==> config.mk <==
export PLATFORM = sky130hd
export DESIGN_NAME = cmaf_top
export DESIGN_NICKNAME = d
export VERILOG_FILES = /design/src/rtl/cmaf_pkg.sv /design/src/rtl/cmaf_expand.sv /design/src/rtl/cmaf_compress.sv /design/src/rtl/cmaf_top.sv
export SDC_FILE = /design/constraint.sdc
export NUM_CORES = 2
export LEC_CHECK = 0
export BUFFER_PORTS_ARGS = -buffer_cell sky130_fd_sc_hd__clkbuf_2
export CAP_MARGIN = 20
export CORE_ASPECT_RATIO = 0.75
export CORE_UTILIZATION = 30
export DETAILED_ROUTE_END_ITERATION = 10
export PLACE_DENSITY_LB_ADDON = 0.12
export REMOVE_ABC_BUFFERS = 1
export SYNTH_ARGS = -nofsm -noshare
export SYNTH_HDL_FRONTEND = slang
export SYNTH_HIERARCHICAL = 1
export SYNTH_SLANG_ARGS = --single-unit
==> constraint.sdc <==
create_clock -name i_clk_sys -period 24.1 [get_ports i_clk_sys]
set_input_delay 1.205 -clock i_clk_sys [delete_from_list [all_inputs] [get_ports i_clk_sys]]
set_output_delay 1.205 -clock i_clk_sys [all_outputs]
set_load 0.03 [all_outputs]
==> src/rtl/cmaf_pkg.sv <==
// cmaf_pkg: register map, field positions, reset values and constants
// for the codec mix, attenuate and format path. No clock assumptions.
package cmaf_pkg;
    // register indices on the 4-bit register port
    localparam logic [3:0]  A_CD_GAIN    = 4'h0;
    localparam logic [3:0]  A_MUSIC_GAIN = 4'h1;
    localparam logic [3:0]  A_PHONE_GAIN = 4'h2;
    localparam logic [3:0]  A_OUT_ATT    = 4'h3;
    localparam logic [3:0]  A_MIX_ATT    = 4'h4;
    localparam logic [3:0]  A_CTRL       = 4'h5;
    localparam logic [3:0]  A_STATUS     = 4'h6;
    localparam logic [3:0]  A_APPLIED    = 4'h7;
    // per-channel field layout: code in low bits, mute at bit 7 of the byte
    localparam int          CH_STRIDE    = 8;
    localparam int          MUTE_POS     = 7;
    localparam int          MUTE_L       = 7;
    // control register fields
    localparam int          CTL_ZC       = 0;
    localparam int          CTL_BOOST_L  = 1;
    localparam int          CTL_BOOST_R  = 2;
    localparam int          CTL_LMUTE_L  = 3;
    localparam int          CTL_LMUTE_R  = 4;
    localparam int          CTL_HPMONO   = 5;
    localparam int          CTL_MIXPD    = 6;
    localparam int          CTL_PLAY     = 7;
    localparam int          CTL_FMT_LEFT_INPUT_CONVERTER = 8;
    localparam int          CTL_FMT_PRIMARY_OUTPUT_CONVERTER_PAIR = 12;
    // reset values: 0 dB codes, muted; control all zero, so line and headphone mutes are off
    localparam logic [15:0] RST_GAIN     = 16'h8888;
    localparam logic [15:0] RST_OUT_ATT  = 16'h8888;
    localparam logic [15:0] RST_MIX_ATT  = 16'h8080;
    localparam logic [15:0] RST_CTRL     = 16'h0000;
    // zero-cross timeout, in sample periods, minus one
    localparam logic [8:0]  ZC_TMO_LAST  = 9'h17F;
    // 1.5 dB step mantissas, Q15
    localparam logic [16:0] MANT_0       = 17'h08000;
    localparam logic [16:0] MANT_1       = 17'h06BB3;
    localparam logic [16:0] MANT_2       = 17'h05A9E;
    localparam logic [16:0] MANT_3       = 17'h04C3F;
    // saturation limits
    localparam logic signed [17:0] SAT_HI = 18'sh07FFF;
    localparam logic signed [17:0] SAT_LO = 18'sh38000;
    localparam logic [15:0] FS_POS       = 16'h7FFF;
    localparam logic [15:0] FS_NEG       = 16'h8000;
    // companding constants
    localparam logic [15:0] MU_BIAS      = 16'h0084;
    localparam logic [15:0] MU_CLIP      = 16'h7F7B;
    localparam logic [7:0]  ALAW_XOR     = 8'h55;
    localparam logic [7:0]  ALAW_POS     = 8'hD5;
    localparam logic [15:0] ALAW_ADD0    = 16'h0008;
    localparam logic [15:0] ALAW_ADD     = 16'h0108;

    typedef enum logic [1:0] {
        FMT_PCM16 = 2'h0,
        FMT_U8    = 2'h1,
        FMT_MULAW = 2'h2,
        FMT_ALAW  = 2'h3
    } cmaf_fmt_e;
endpackage

==> src/rtl/cmaf_expand.sv <==
// cmaf_expand: one incoming sample word to 16-bit linear.
// Purely combinational; the caller registers the result.
`timescale 1ns/1ps
module cmaf_expand
    import cmaf_pkg::*;
(
    // serial word, msb in bit 15, and its format
    input  wire logic [15:0] i_word,
    input  wire cmaf_fmt_e   i_fmt,
    // linear result
    output logic      [15:0] o_lin
);
    logic [7:0]  b;
    logic [15:0] t;

    // 8-bit formats use the upper byte only
    always_comb
    begin
        b     = i_word[15:8];
        t     = 16'h0000;
        o_lin = i_word;
        unique case (i_fmt)
            FMT_PCM16: o_lin = i_word;
            FMT_U8:    o_lin = {~b[7], b[6:0], 8'h00};
            FMT_MULAW:
            begin
                b     = ~b;
                t     = ({12'h000, b[3:0]} << 3) + MU_BIAS;
                t     = t << b[6:4];
                o_lin = b[7] ? (MU_BIAS - t) : (t - MU_BIAS);
            end
            FMT_ALAW:
            begin
                b = b ^ ALAW_XOR;
                t = {8'h00, b[3:0], 4'h0};
                if (b[6:4] == 3'h0)
                    t = t + ALAW_ADD0;
                else
                    t = (t + ALAW_ADD) << (b[6:4] - 3'h1);
                o_lin = b[7] ? t : (16'h0000 - t);
            end
        endcase
    end
endmodule

==> src/rtl/cmaf_compress.sv <==
// cmaf_compress: 16-bit linear sample to an outgoing serial word.
// Purely combinational; 8-bit results sit in the upper byte.
`timescale 1ns/1ps
module cmaf_compress
    import cmaf_pkg::*;
(
    // linear input and target format
    input  wire logic [15:0] i_lin,
    input  wire cmaf_fmt_e   i_fmt,
    // serial word, msb in bit 15
    output logic      [15:0] o_word
);
    logic [15:0] m;
    logic [2:0]  e;
    logic [7:0]  k;
    logic [7:0]  y;

    // mu-law works on biased magnitude, a-law on the value shifted by 3
    always_comb
    begin
        m = 16'h0000;
        e = 3'h0;
        k = ALAW_POS;
        y = 8'h00;
        unique case (i_fmt)
            FMT_PCM16: y = 8'h00;
            FMT_U8:    y = {~i_lin[15], i_lin[14:8]};
            FMT_MULAW:
            begin
                m = i_lin[15] ? (16'h0000 - i_lin) : i_lin;
                if (m > MU_CLIP)
                    m = MU_CLIP;
                m = m + MU_BIAS;
                for (int i = 0; i < 8; i++)
                    if (m[i + 7])
                        e = 3'(i);
                m = m >> ({1'b0, e} + 4'h3); // 4-bit sum: a 3-bit one wraps for the top segments
                y = ~{i_lin[15], e, m[3:0]};
            end
            FMT_ALAW:
            begin
                m = {{3{i_lin[15]}}, i_lin[15:3]};
                if (i_lin[15])
                begin
                    k = ALAW_XOR;
                    m = ~m;
                end
                for (int i = 1; i < 8; i++)
                    if (m[i + 4])
                        e = 3'(i);
                m = (e < 3'h2) ? (m >> 1) : (m >> e);
                y = {1'b0, e, m[3:0]} ^ k;
            end
        endcase
        // msb leads on the serial line, low byte zero for 8-bit data
        o_word = (i_fmt == FMT_PCM16) ? i_lin : {y, 8'h00};
    end
endmodule

==> src/rtl/cmaf_top.sv <==
// cmaf_top: digital mix, output attenuation with zero-cross update,
// format conversion and analog mix controls of a stereo codec.
// Assumes sample strobes from on-chip generators on i_clk_sys and a
// register master that issues at most one strobe per cycle.
//
// What this block does
// - each aux mix channel has own gain +12 to -34.5 dB, 1.5 dB, or mute
// - analog mix stays enabled even when nothing is played back
// - feed-through pin plus mixer power-down routes mono input to mono out
// - input converter overrange sets software-readable status bits
// - selectable +20 dB boost on each speech pickup channel
// - output attenuation per channel +12 to -82.5 dB in 1.5 dB, plus mute
// - new attenuation applies at once or at sign change, per channel
// - pending change is forced after 384 sample periods without sign change
// - mix samples are attenuated; serial input samples stay untouched
// - mix attenuation per side, 64 steps of -1.5 dB, plus full mute
// - all processing is 16-bit linear; conversion only at the boundaries
// - mix is added ahead of the output attenuators
// - mix sum saturates at full scale, never wraps
// - a late playback sample counts as zero in the sum
// - line outputs mute separately; headphone and mono share one mute
// - each conversion resource selects one of four sample formats
// - sample words go msb first both ways
// - 8-bit samples use the upper byte; low byte ignored in, zero out
// - companded bytes expand to linear by the selected law
// - companded input converter formats are compressed before sending
`timescale 1ns/1ps
module cmaf_top
    import cmaf_pkg::*;
(
    // clock, reset, clock enable
    input  wire logic        i_clk_sys,
    input  wire logic        i_rstn,
    input  wire logic        i_ce,
    // register port
    input  wire logic [3:0]  i_addr,
    input  wire logic [15:0] i_wr_data,
    input  wire logic        i_wr_stb,
    input  wire logic        i_rd_stb,
    output logic      [15:0] o_rd_data,
    // playback words from the serial port
    input  wire logic        i_play_stb,
    input  wire logic        i_play_vld,
    input  wire logic [15:0] i_primary_word_l,
    input  wire logic [15:0] i_primary_word_r,
    input  wire logic [15:0] i_secondary_word_l,
    input  wire logic [15:0] i_secondary_word_r,
    // input converter samples and asynchronous pins
    input  wire logic        i_adc_stb,
    input  wire logic [15:0] i_adc_l,
    input  wire logic [15:0] i_adc_r,
    input  wire logic        i_ovr_l,
    input  wire logic        i_ovr_r,
    input  wire logic        i_mono_feedthrough_powerdown_pin,
    // to the output converters, linear
    output logic      [15:0] o_primary_out_l,
    output logic      [15:0] o_primary_out_r,
    output logic      [15:0] o_secondary_out_l,
    output logic      [15:0] o_secondary_out_r,
    // to the serial port
    output logic      [15:0] o_adc_word_l,
    output logic      [15:0] o_adc_word_r,
    // analog controls
    output logic      [15:0] o_cd_line_gain,
    output logic      [15:0] o_music_line_gain,
    output logic      [15:0] o_phone_line_gain,
    output logic      [1:0]  o_mic_boost,
    output logic      [1:0]  o_mixer_line_mute,
    output logic             o_hp_mono_mute,
    output logic             o_mixer_en,
    output logic             o_mono_feedthru
);
    logic [15:0] aux_q [3];
    logic [15:0] aux_d [3];
    logic [15:0] oatt_q, oatt_d, matt_q, matt_d, ctl_q, ctl_d, rd_q, rd_d;
    logic [2:0]  sts_q, sts_d;
    logic [2:0]  sy1_q, sy2_q;
    logic [15:0] hold_q [2];
    logic [15:0] hold_d [2];
    logic [6:0]  app_q  [2];
    logic [6:0]  app_d  [2];
    logic [8:0]  tmo_q  [2];
    logic [8:0]  tmo_d  [2];
    logic        sgn_q  [2];
    logic        sgn_d  [2];
    logic [15:0] out_q  [2];
    logic [15:0] out_d  [2];
    logic [15:0] sec_q  [2];
    logic [15:0] sec_d  [2];
    logic [15:0] adw_q  [2];
    logic [15:0] adw_d  [2];
    logic [15:0] word   [4];
    logic [15:0] lin    [4];
    logic [15:0] adc    [2];
    logic [15:0] cmp    [2];
    logic [6:0]  want   [2];
    logic [15:0] mixv   [2];
    logic [15:0] pb     [2];
    logic [15:0] sum    [2];
    logic        und;

    // -1.5 dB per code step: mantissa for code mod 4, shift per 6 dB; sh is unity (15, or 13 for +12 dB)
    function automatic logic [17:0] f_att(input logic [15:0] s, input logic [5:0] code, input logic [4:0] sh);
        logic signed [33:0] p;
        logic        [16:0] m;
        unique case (code[1:0])
            2'h0: m = MANT_0;
            2'h1: m = MANT_1;
            2'h2: m = MANT_2;
            2'h3: m = MANT_3;
        endcase
        p = $signed(s) * $signed(m);
        p = p >>> (sh + {1'b0, code[5:2]});
        return p[17:0];
    endfunction

    // clip to 16-bit full scale instead of wrapping
    function automatic logic [15:0] f_sat(input logic signed [17:0] v);
        if (v > SAT_HI)
            return FS_POS;
        if (v < SAT_LO)
            return FS_NEG;
        return v[15:0];
    endfunction

    // boundary converters; everything between them is 16-bit linear
    assign word[0] = i_primary_word_l;
    assign word[1] = i_primary_word_r;
    assign word[2] = i_secondary_word_l;
    assign word[3] = i_secondary_word_r;
    assign adc[0]  = i_adc_l;
    assign adc[1]  = i_adc_r;
    for (genvar k = 0; k < 4; k++)
    begin : g_exp
        cmaf_expand u_exp (
            .i_word (word[k]),
            .i_fmt  (cmaf_fmt_e'(ctl_q[CTL_FMT_PRIMARY_OUTPUT_CONVERTER_PAIR + 2 * (k / 2) +: 2])),
            .o_lin  (lin[k])
        );
    end
    for (genvar k = 0; k < 2; k++)
    begin : g_cmp
        cmaf_compress u_cmp (
            .i_lin  (adc[k]),
            .i_fmt  (cmaf_fmt_e'(ctl_q[CTL_FMT_LEFT_INPUT_CONVERTER + 2 * k +: 2])),
            .o_word (cmp[k])
        );
    end

    // register file, sticky status and read data
    always_comb
    begin
        aux_d  = aux_q;
        oatt_d = oatt_q;
        matt_d = matt_q;
        ctl_d  = ctl_q;
        rd_d   = 16'h0000;
        sts_d  = sts_q;
        if (i_wr_stb)
        begin
            unique case (i_addr)
                A_CD_GAIN, A_MUSIC_GAIN, A_PHONE_GAIN: aux_d[i_addr[1:0]] = i_wr_data;
                A_OUT_ATT: oatt_d = i_wr_data;
                A_MIX_ATT: matt_d = i_wr_data;
                A_CTRL:    ctl_d  = i_wr_data;
                default:   ctl_d  = ctl_q; // unmapped or read-only: ignored
            endcase
        end
        if (i_rd_stb)
        begin
            unique case (i_addr)
                A_CD_GAIN, A_MUSIC_GAIN, A_PHONE_GAIN: rd_d = aux_q[i_addr[1:0]];
                A_OUT_ATT: rd_d = oatt_q;
                A_MIX_ATT: rd_d = matt_q;
                A_CTRL:    rd_d = ctl_q;
                A_STATUS:  rd_d = {11'h000, want[1] != app_q[1], want[0] != app_q[0], sts_q};
                A_APPLIED: rd_d = {app_q[1][6], 1'b0, app_q[1][5:0], app_q[0][6], 1'b0, app_q[0][5:0]};
                default:   rd_d = 16'h0000;
            endcase
            if (i_addr == A_STATUS)
                sts_d = 3'h0; // read clears
        end
        // a new event in the clearing cycle is kept
        sts_d = sts_d | {und, sy2_q[1:0]};
    end

    // output attenuation with zero-cross update and the digital mix
    always_comb
    begin
        hold_d = hold_q;
        app_d  = app_q;
        tmo_d  = tmo_q;
        sgn_d  = sgn_q;
        out_d  = out_q;
        sec_d  = sec_q;
        adw_d  = adw_q;
        und    = ctl_q[CTL_PLAY] && i_play_stb && !i_play_vld;
        for (int c = 0; c < 2; c++)
        begin
            want[c] = {oatt_q[c * CH_STRIDE + MUTE_POS], oatt_q[c * CH_STRIDE +: 6]};
            // mix copy is attenuated; the serial copy is not
            mixv[c] = matt_q[c * CH_STRIDE + MUTE_POS] ? 16'h0000
                    : f_sat(f_att(adc[c], matt_q[c * CH_STRIDE +: 6], 5'h0F));
            if (i_adc_stb)
            begin
                hold_d[c] = mixv[c];
                adw_d[c]  = cmp[c];
            end
            // late or absent playback sample counts as midscale zero
            pb[c]  = (ctl_q[CTL_PLAY] && i_play_vld) ? lin[c] : 16'h0000;
            sum[c] = f_sat({{2{pb[c][15]}}, pb[c]} + {{2{hold_q[c][15]}}, hold_q[c]});
            if (want[c] == app_q[c])
                tmo_d[c] = 9'h000;
            else if (!ctl_q[CTL_ZC])
                app_d[c] = want[c];
            else if (i_play_stb)
            begin
                if ((sum[c][15] != sgn_q[c]) || (tmo_q[c] == ZC_TMO_LAST))
                begin
                    app_d[c] = want[c];
                    tmo_d[c] = 9'h000;
                end
                else
                    tmo_d[c] = tmo_q[c] + 9'h001;
            end
            if (i_play_stb)
            begin
                sgn_d[c] = sum[c][15];
                // code 0 is +12 dB; scaling in one step keeps the low bits, so 0 dB is exact
                out_d[c] = app_d[c][6] ? 16'h0000
                         : f_sat(f_att(sum[c], app_d[c][5:0], 5'h0D));
                sec_d[c] = lin[c + 2];
            end
        end
    end

    // registers; everything freezes while i_ce is low
    always_ff @(posedge i_clk_sys)
    begin
        if (!i_rstn)
        begin
            aux_q  <= '{RST_GAIN, RST_GAIN, RST_GAIN};
            oatt_q <= RST_OUT_ATT;
            matt_q <= RST_MIX_ATT;
            ctl_q  <= RST_CTRL;
            rd_q   <= 16'h0000;
            sts_q  <= 3'h0;
            sy1_q  <= 3'h0;
            sy2_q  <= 3'h0;
            hold_q <= '{16'h0000, 16'h0000};
            app_q  <= '{7'h48, 7'h48};
            tmo_q  <= '{9'h000, 9'h000};
            sgn_q  <= '{1'b0, 1'b0};
            out_q  <= '{16'h0000, 16'h0000};
            sec_q  <= '{16'h0000, 16'h0000};
            adw_q  <= '{16'h0000, 16'h0000};
        end
        else if (i_ce)
        begin
            aux_q  <= aux_d;
            oatt_q <= oatt_d;
            matt_q <= matt_d;
            ctl_q  <= ctl_d;
            rd_q   <= rd_d;
            sts_q  <= sts_d;
            sy1_q  <= {i_mono_feedthrough_powerdown_pin, i_ovr_r, i_ovr_l};
            sy2_q  <= sy1_q;
            hold_q <= hold_d;
            app_q  <= app_d;
            tmo_q  <= tmo_d;
            sgn_q  <= sgn_d;
            out_q  <= out_d;
            sec_q  <= sec_d;
            adw_q  <= adw_d;
        end
    end

    // outputs; mixer enable ignores playback state on purpose
    assign o_rd_data         = rd_q;
    assign o_primary_out_l   = out_q[0];
    assign o_primary_out_r   = out_q[1];
    assign o_secondary_out_l = sec_q[0];
    assign o_secondary_out_r = sec_q[1];
    assign o_adc_word_l      = adw_q[0];
    assign o_adc_word_r      = adw_q[1];
    assign o_cd_line_gain    = aux_q[0];
    assign o_music_line_gain = aux_q[1];
    assign o_phone_line_gain = aux_q[2];
    assign o_mic_boost       = ctl_q[CTL_BOOST_R:CTL_BOOST_L];
    assign o_mixer_line_mute = ctl_q[CTL_LMUTE_R:CTL_LMUTE_L];
    assign o_hp_mono_mute    = ctl_q[CTL_HPMONO];
    assign o_mixer_en        = !ctl_q[CTL_MIXPD];
    assign o_mono_feedthru   = sy2_q[2] && ctl_q[CTL_MIXPD];
endmodule

==> impl_metrics.ini <==
[outcome]
status = completed

[timing]
min_period_ps = 17160
fmax_ghz = 0.0583
slew_violations = 0
setup_ws_ps = 6940
tightest_slew_ps = 1090
rsz0062_at_grt = no
fin_crit_sh = 0.712
tns_ps = 0
hold_viol = 0
clock_skew_ps = 44.3
finalSetupViolCount = 0
slew-limit-headroom = 0.268

[critical_path]
cp-end-kind = register
max_stage_delay_ps = 850
cp.arrival_ps = 17710
start_kind = primary input
cp_slowest_cell = xnor2_1
worstPathMaxFanout = 36
rr_endpoint = o_primary_out_r[9]$_SDFFE_PN0P_
cp.required_ps = 24650
path_common_cell = fa_1
r2r_start = ctl_q[12]$_SDFFE_PN0P_
reg2reg_depth = 43
r2r_slack_ps = 9020
crit_type = in -> reg

[floorplanning]
io_pins = 294
placementRows = 148
die_x_um = 543
die_h_um = 408
dieArea_sq_um = 222000
start_util = 0.303
core_area_sq_um = 218000

[place]
gp_congestion = 0.904
dp_hpwl_mm = 199
place_ws_ps = 6500
port_buffers = 293

[power_and_ir_drop]
p_int_uw = 1200
power_frac_seq = 0.223
combPwrFrac = 0.511
ir_drop_mv = 0.0442
p_sw_uw = 982
cellPowerDensity_nw_per_um2 = 30.8
power_frac_clock = 0.265
switching_share = 0.450
p_leak_uw = 0.0329

[synthesis]
yosysSeqAreaShare = 0.0860
ys_ff_latch = 283
ys.flop_type = dfxtp_1
synth_top_area_frac = 0.217
synthCells = 8324
syn-mean-instance-area_sq_um = 7.92
synth.area.top_cells = fa_1 (22%), ha_1 (12%), dfxtp_1 (8.6%), inv_1 (6.6%), nand2_1 (5.2%)
async_flop_share = 0
synth.distinct_cells = 119
synth_edf_count = 0
netlist_area_sq_um = 65900
synth_top_area_cell = fa_1
ys_warn_count = 6

[cts]
htree_levels = 2
clock_path_buffers = 3
root_buffer = clkbuf_16
clock_sinks = 283
clkLatencyLatePin_ps = 630
cts_made_buffers = 36
path_clk_slew_ps = 60
cts_tree = built
cts.repair.resized = 0
holdBufCountCts = 0
cts_setup_buffers = 0

[worst_hold_path]
hold_start = o_primary_out_r[11]$_SDFFE_PN0P_
hold_depth = 2
hp-class = reg -> reg
whs_endpoint = o_primary_out_r[11]$_SDFFE_PN0P_

[flow_run]
max-cap-violations = 0

[route]
wl_per_cell_um = 21.5
drt_wl_total_mm = 242
drtPass1Iterations = 6
antenna_left = 0
via_count = 59700
drcViolationCount = 0
drtIter0Drc = 4986
vias_per_cell = 5.31

[global_route]
grt_pass1_vias = 58800
overflow = 0
track_usage = 0.216
grt_max_degree = 93
antenna_found_initial = 24
grt_pass1_wl_mm = 373

[cells_and_area]
final_layout_size_suffix_gt1_frac = 0.0874
area_delta_synth_final_pct = 7.59
finalNetCount = 9757
-- state kept, by name, indices dropped and copies added, names as in the netlist --
name	flops
sgn_q	2
sy2_q	3
o_music_line_gain	16
o_primary_out_r	16
app_q	14
ctl_q	16
o_adc_word_r	16
sts_q	3
o_secondary_out_l	16
hold_q	32
o_rd_data	16
tmo_q	18
o_primary_out_l	16
oatt_q	16
o_adc_word_l	16
o_cd_line_gain	16
sy1_q	3
matt_q	16
o_phone_line_gain	16
o_secondary_out_r	16
-- synthesized netlist by cell type, types with 50 or more instances --
cell	instances
inv_1	1158
nand2_1	918
fa_1	714
ha_1	630
a21oi_1	541
nor2_1	515
o21ai_0	332
clkbuf_1	316
dfxtp_1	283
and2_1	277
mux2i_1	177
xnor2_1	172
nand3_1	134
nor3_1	130
nand2b_1	104
a21o_1	99
nor2b_1	96
xor2_1	96
a31oi_1	95
a211oi_1	93
o211ai_1	90
and3_1	87
mux2_2	55
o21a_1	53
buf_2	52
o22ai_1	51
a221o_1	50
-- logic make-up (layout without fill, tap and decap cells) --
| logic type | count (synthesis) | after routing | share of synthesized area |
|---|---|---|---|
| AO/OA/AOI/OAI | 1960 | 1960 | 0.203 |
| XOR/XNOR | 272 | 272 | 0.0366 |
| adder cells (fa/ha/maj) | 1352 | 1352 | 0.338 |
| buffers and inverters | 1638 | 1619 | 0.0994 |
| flip-flops | 283 | 283 | 0.0860 |
| multiplexers | 279 | 279 | 0.0504 |
| other | 2 | 13 | 0.000114 |
| AND/OR/NAND/NOR | 2538 | 2538 | 0.187 |
-- per-layer routing --
layer,GRT usage,share of wire,vias to the layer above,routed length [um]
met3,0.0374,0.064,160,15500
met4,0.0313,0.015,28,3590
met5,0,0.00067,-,161
li1,-,-,28300,-
met2,0.310,0.41,1657,99200
met1,0.335,0.51,29500,123000
-- layout by cell type (no fill, tap or decap), types with 32 or more instances in the layout --
| cell | synthesis | routed |
|---|---|---|
| a21o_1 | 99 | 99 |
| nand3_1 | 134 | 134 |
| a211oi_1 | 93 | 92 |
| a311oi_1 | 32 | 32 |
| nor2_1 | 515 | 510 |
| o22ai_1 | 51 | 51 |
| mux2i_1 | 177 | 173 |
| ha_1 | 630 | 630 |
| a31oi_1 | 95 | 95 |
| mux2_2 | 55 | 55 |
| o211ai_1 | 90 | 90 |
| and3_1 | 87 | 87 |
| xor2_1 | 96 | 94 |
| nand2b_1 | 104 | 104 |
| buf_4 | 46 | 81 |
| o221ai_1 | 37 | 37 |
| a21oi_1 | 541 | 540 |
| a211o_1 | 33 | 33 |
| nor3_1 | 130 | 127 |
| or2_2 | 45 | 45 |
| nand2_1 | 918 | 917 |
| or3_1 | 42 | 42 |
| o21a_1 | 53 | 53 |
| clkbuf_2 | 2 | 294 |
| dfxtp_1 | 283 | 279 |
| o21ai_0 | 332 | 332 |
| and2_1 | 277 | 276 |
| clkbuf_16 | 0 | 36 |
| o31ai_1 | 38 | 38 |
| xnor2_1 | 172 | 168 |
| fa_1 | 714 | 714 |
| inv_1 | 1158 | 1157 |
| nand4_1 | 38 | 38 |
| a221o_1 | 50 | 50 |
| nor2b_1 | 96 | 96 |
-- worst max-delay path, delay by kind of cell --
family | cells | cell delay, ps
adders and majority gates | 10 | 4960
muxes | 3 | 1520
buffers and inverters | 8 | 1800
xor gates and xnor gates | 2 | 1040
AOI/OAI and AO/OA | 15 | 4340
and+or+nand+nor | 10 | 2750
-- power groups by stage --
| stage | combinational, uW | clock [uW] | sequential, uW |
|---|---|---|---|
| 2_1_floorplan | 733 | 0 | 510 |
| 3_3_place_gp | 1100 | 0 | 498 |
| 3_5_place_dp | 1100 | 0 | 499 |
| 4_1_cts | 1110 | 599 | 488 |
| 5_1_grt | 1230 | 619 | 489 |
| 6_report | 1120 | 579 | 488 |
-- per-stage QoR --
step	area [sq um]	hold WS, ps	utilization	power, uW	std cells
2_1_floorplan	63800	432	-	1240	7871
5_1_grt	70900	471	0.326	2340	11200
6_report	70900	447	0.326	2180	11200
3_3_place_gp	69600	441	0.320	1600	11200
4_1_cts	70900	451	0.326	2190	11200
3_5_place_dp	69700	444	0.320	1600	11200
-- layout make-up --
| type | instances | area (sq um) |
|---|---|---|
| fillers | 23400 | 147000 |
| multi-input cells | 6409 | 53800 |
| flip-flops and latches | 283 | 5670 |
| inverters | 1179 | 4440 |
| well taps | 2925 | 3660 |
| repair buffers | 377 | 2100 |
| clock buffers | 48 | 986 |
| clock inverters | 15 | 208 |
| diodes | 5 | 12.5 |
-- worst max-delay path by stage --
stage                    startpoint                               end  slack, ps
2_1_floorplan  i_primary_word_l[12]  o_primary_out_l[11]$_SDFFE_PN0P_      10050
5_1_grt        i_primary_word_r[12]   o_primary_out_r[3]$_SDFFE_PN0P_       6090
4_1_cts        i_primary_word_r[12]   o_primary_out_r[8]$_SDFFE_PN0P_       7110
3_5_place_dp   i_primary_word_r[12]   o_primary_out_r[9]$_SDFFE_PN0P_       6500
6_report       i_primary_word_r[12]   o_primary_out_r[9]$_SDFFE_PN0P_       6940
3_3_place_gp   i_primary_word_r[12]   o_primary_out_r[9]$_SDFFE_PN0P_       6160
Note: power is estimated with default switching activity, not from simulation.
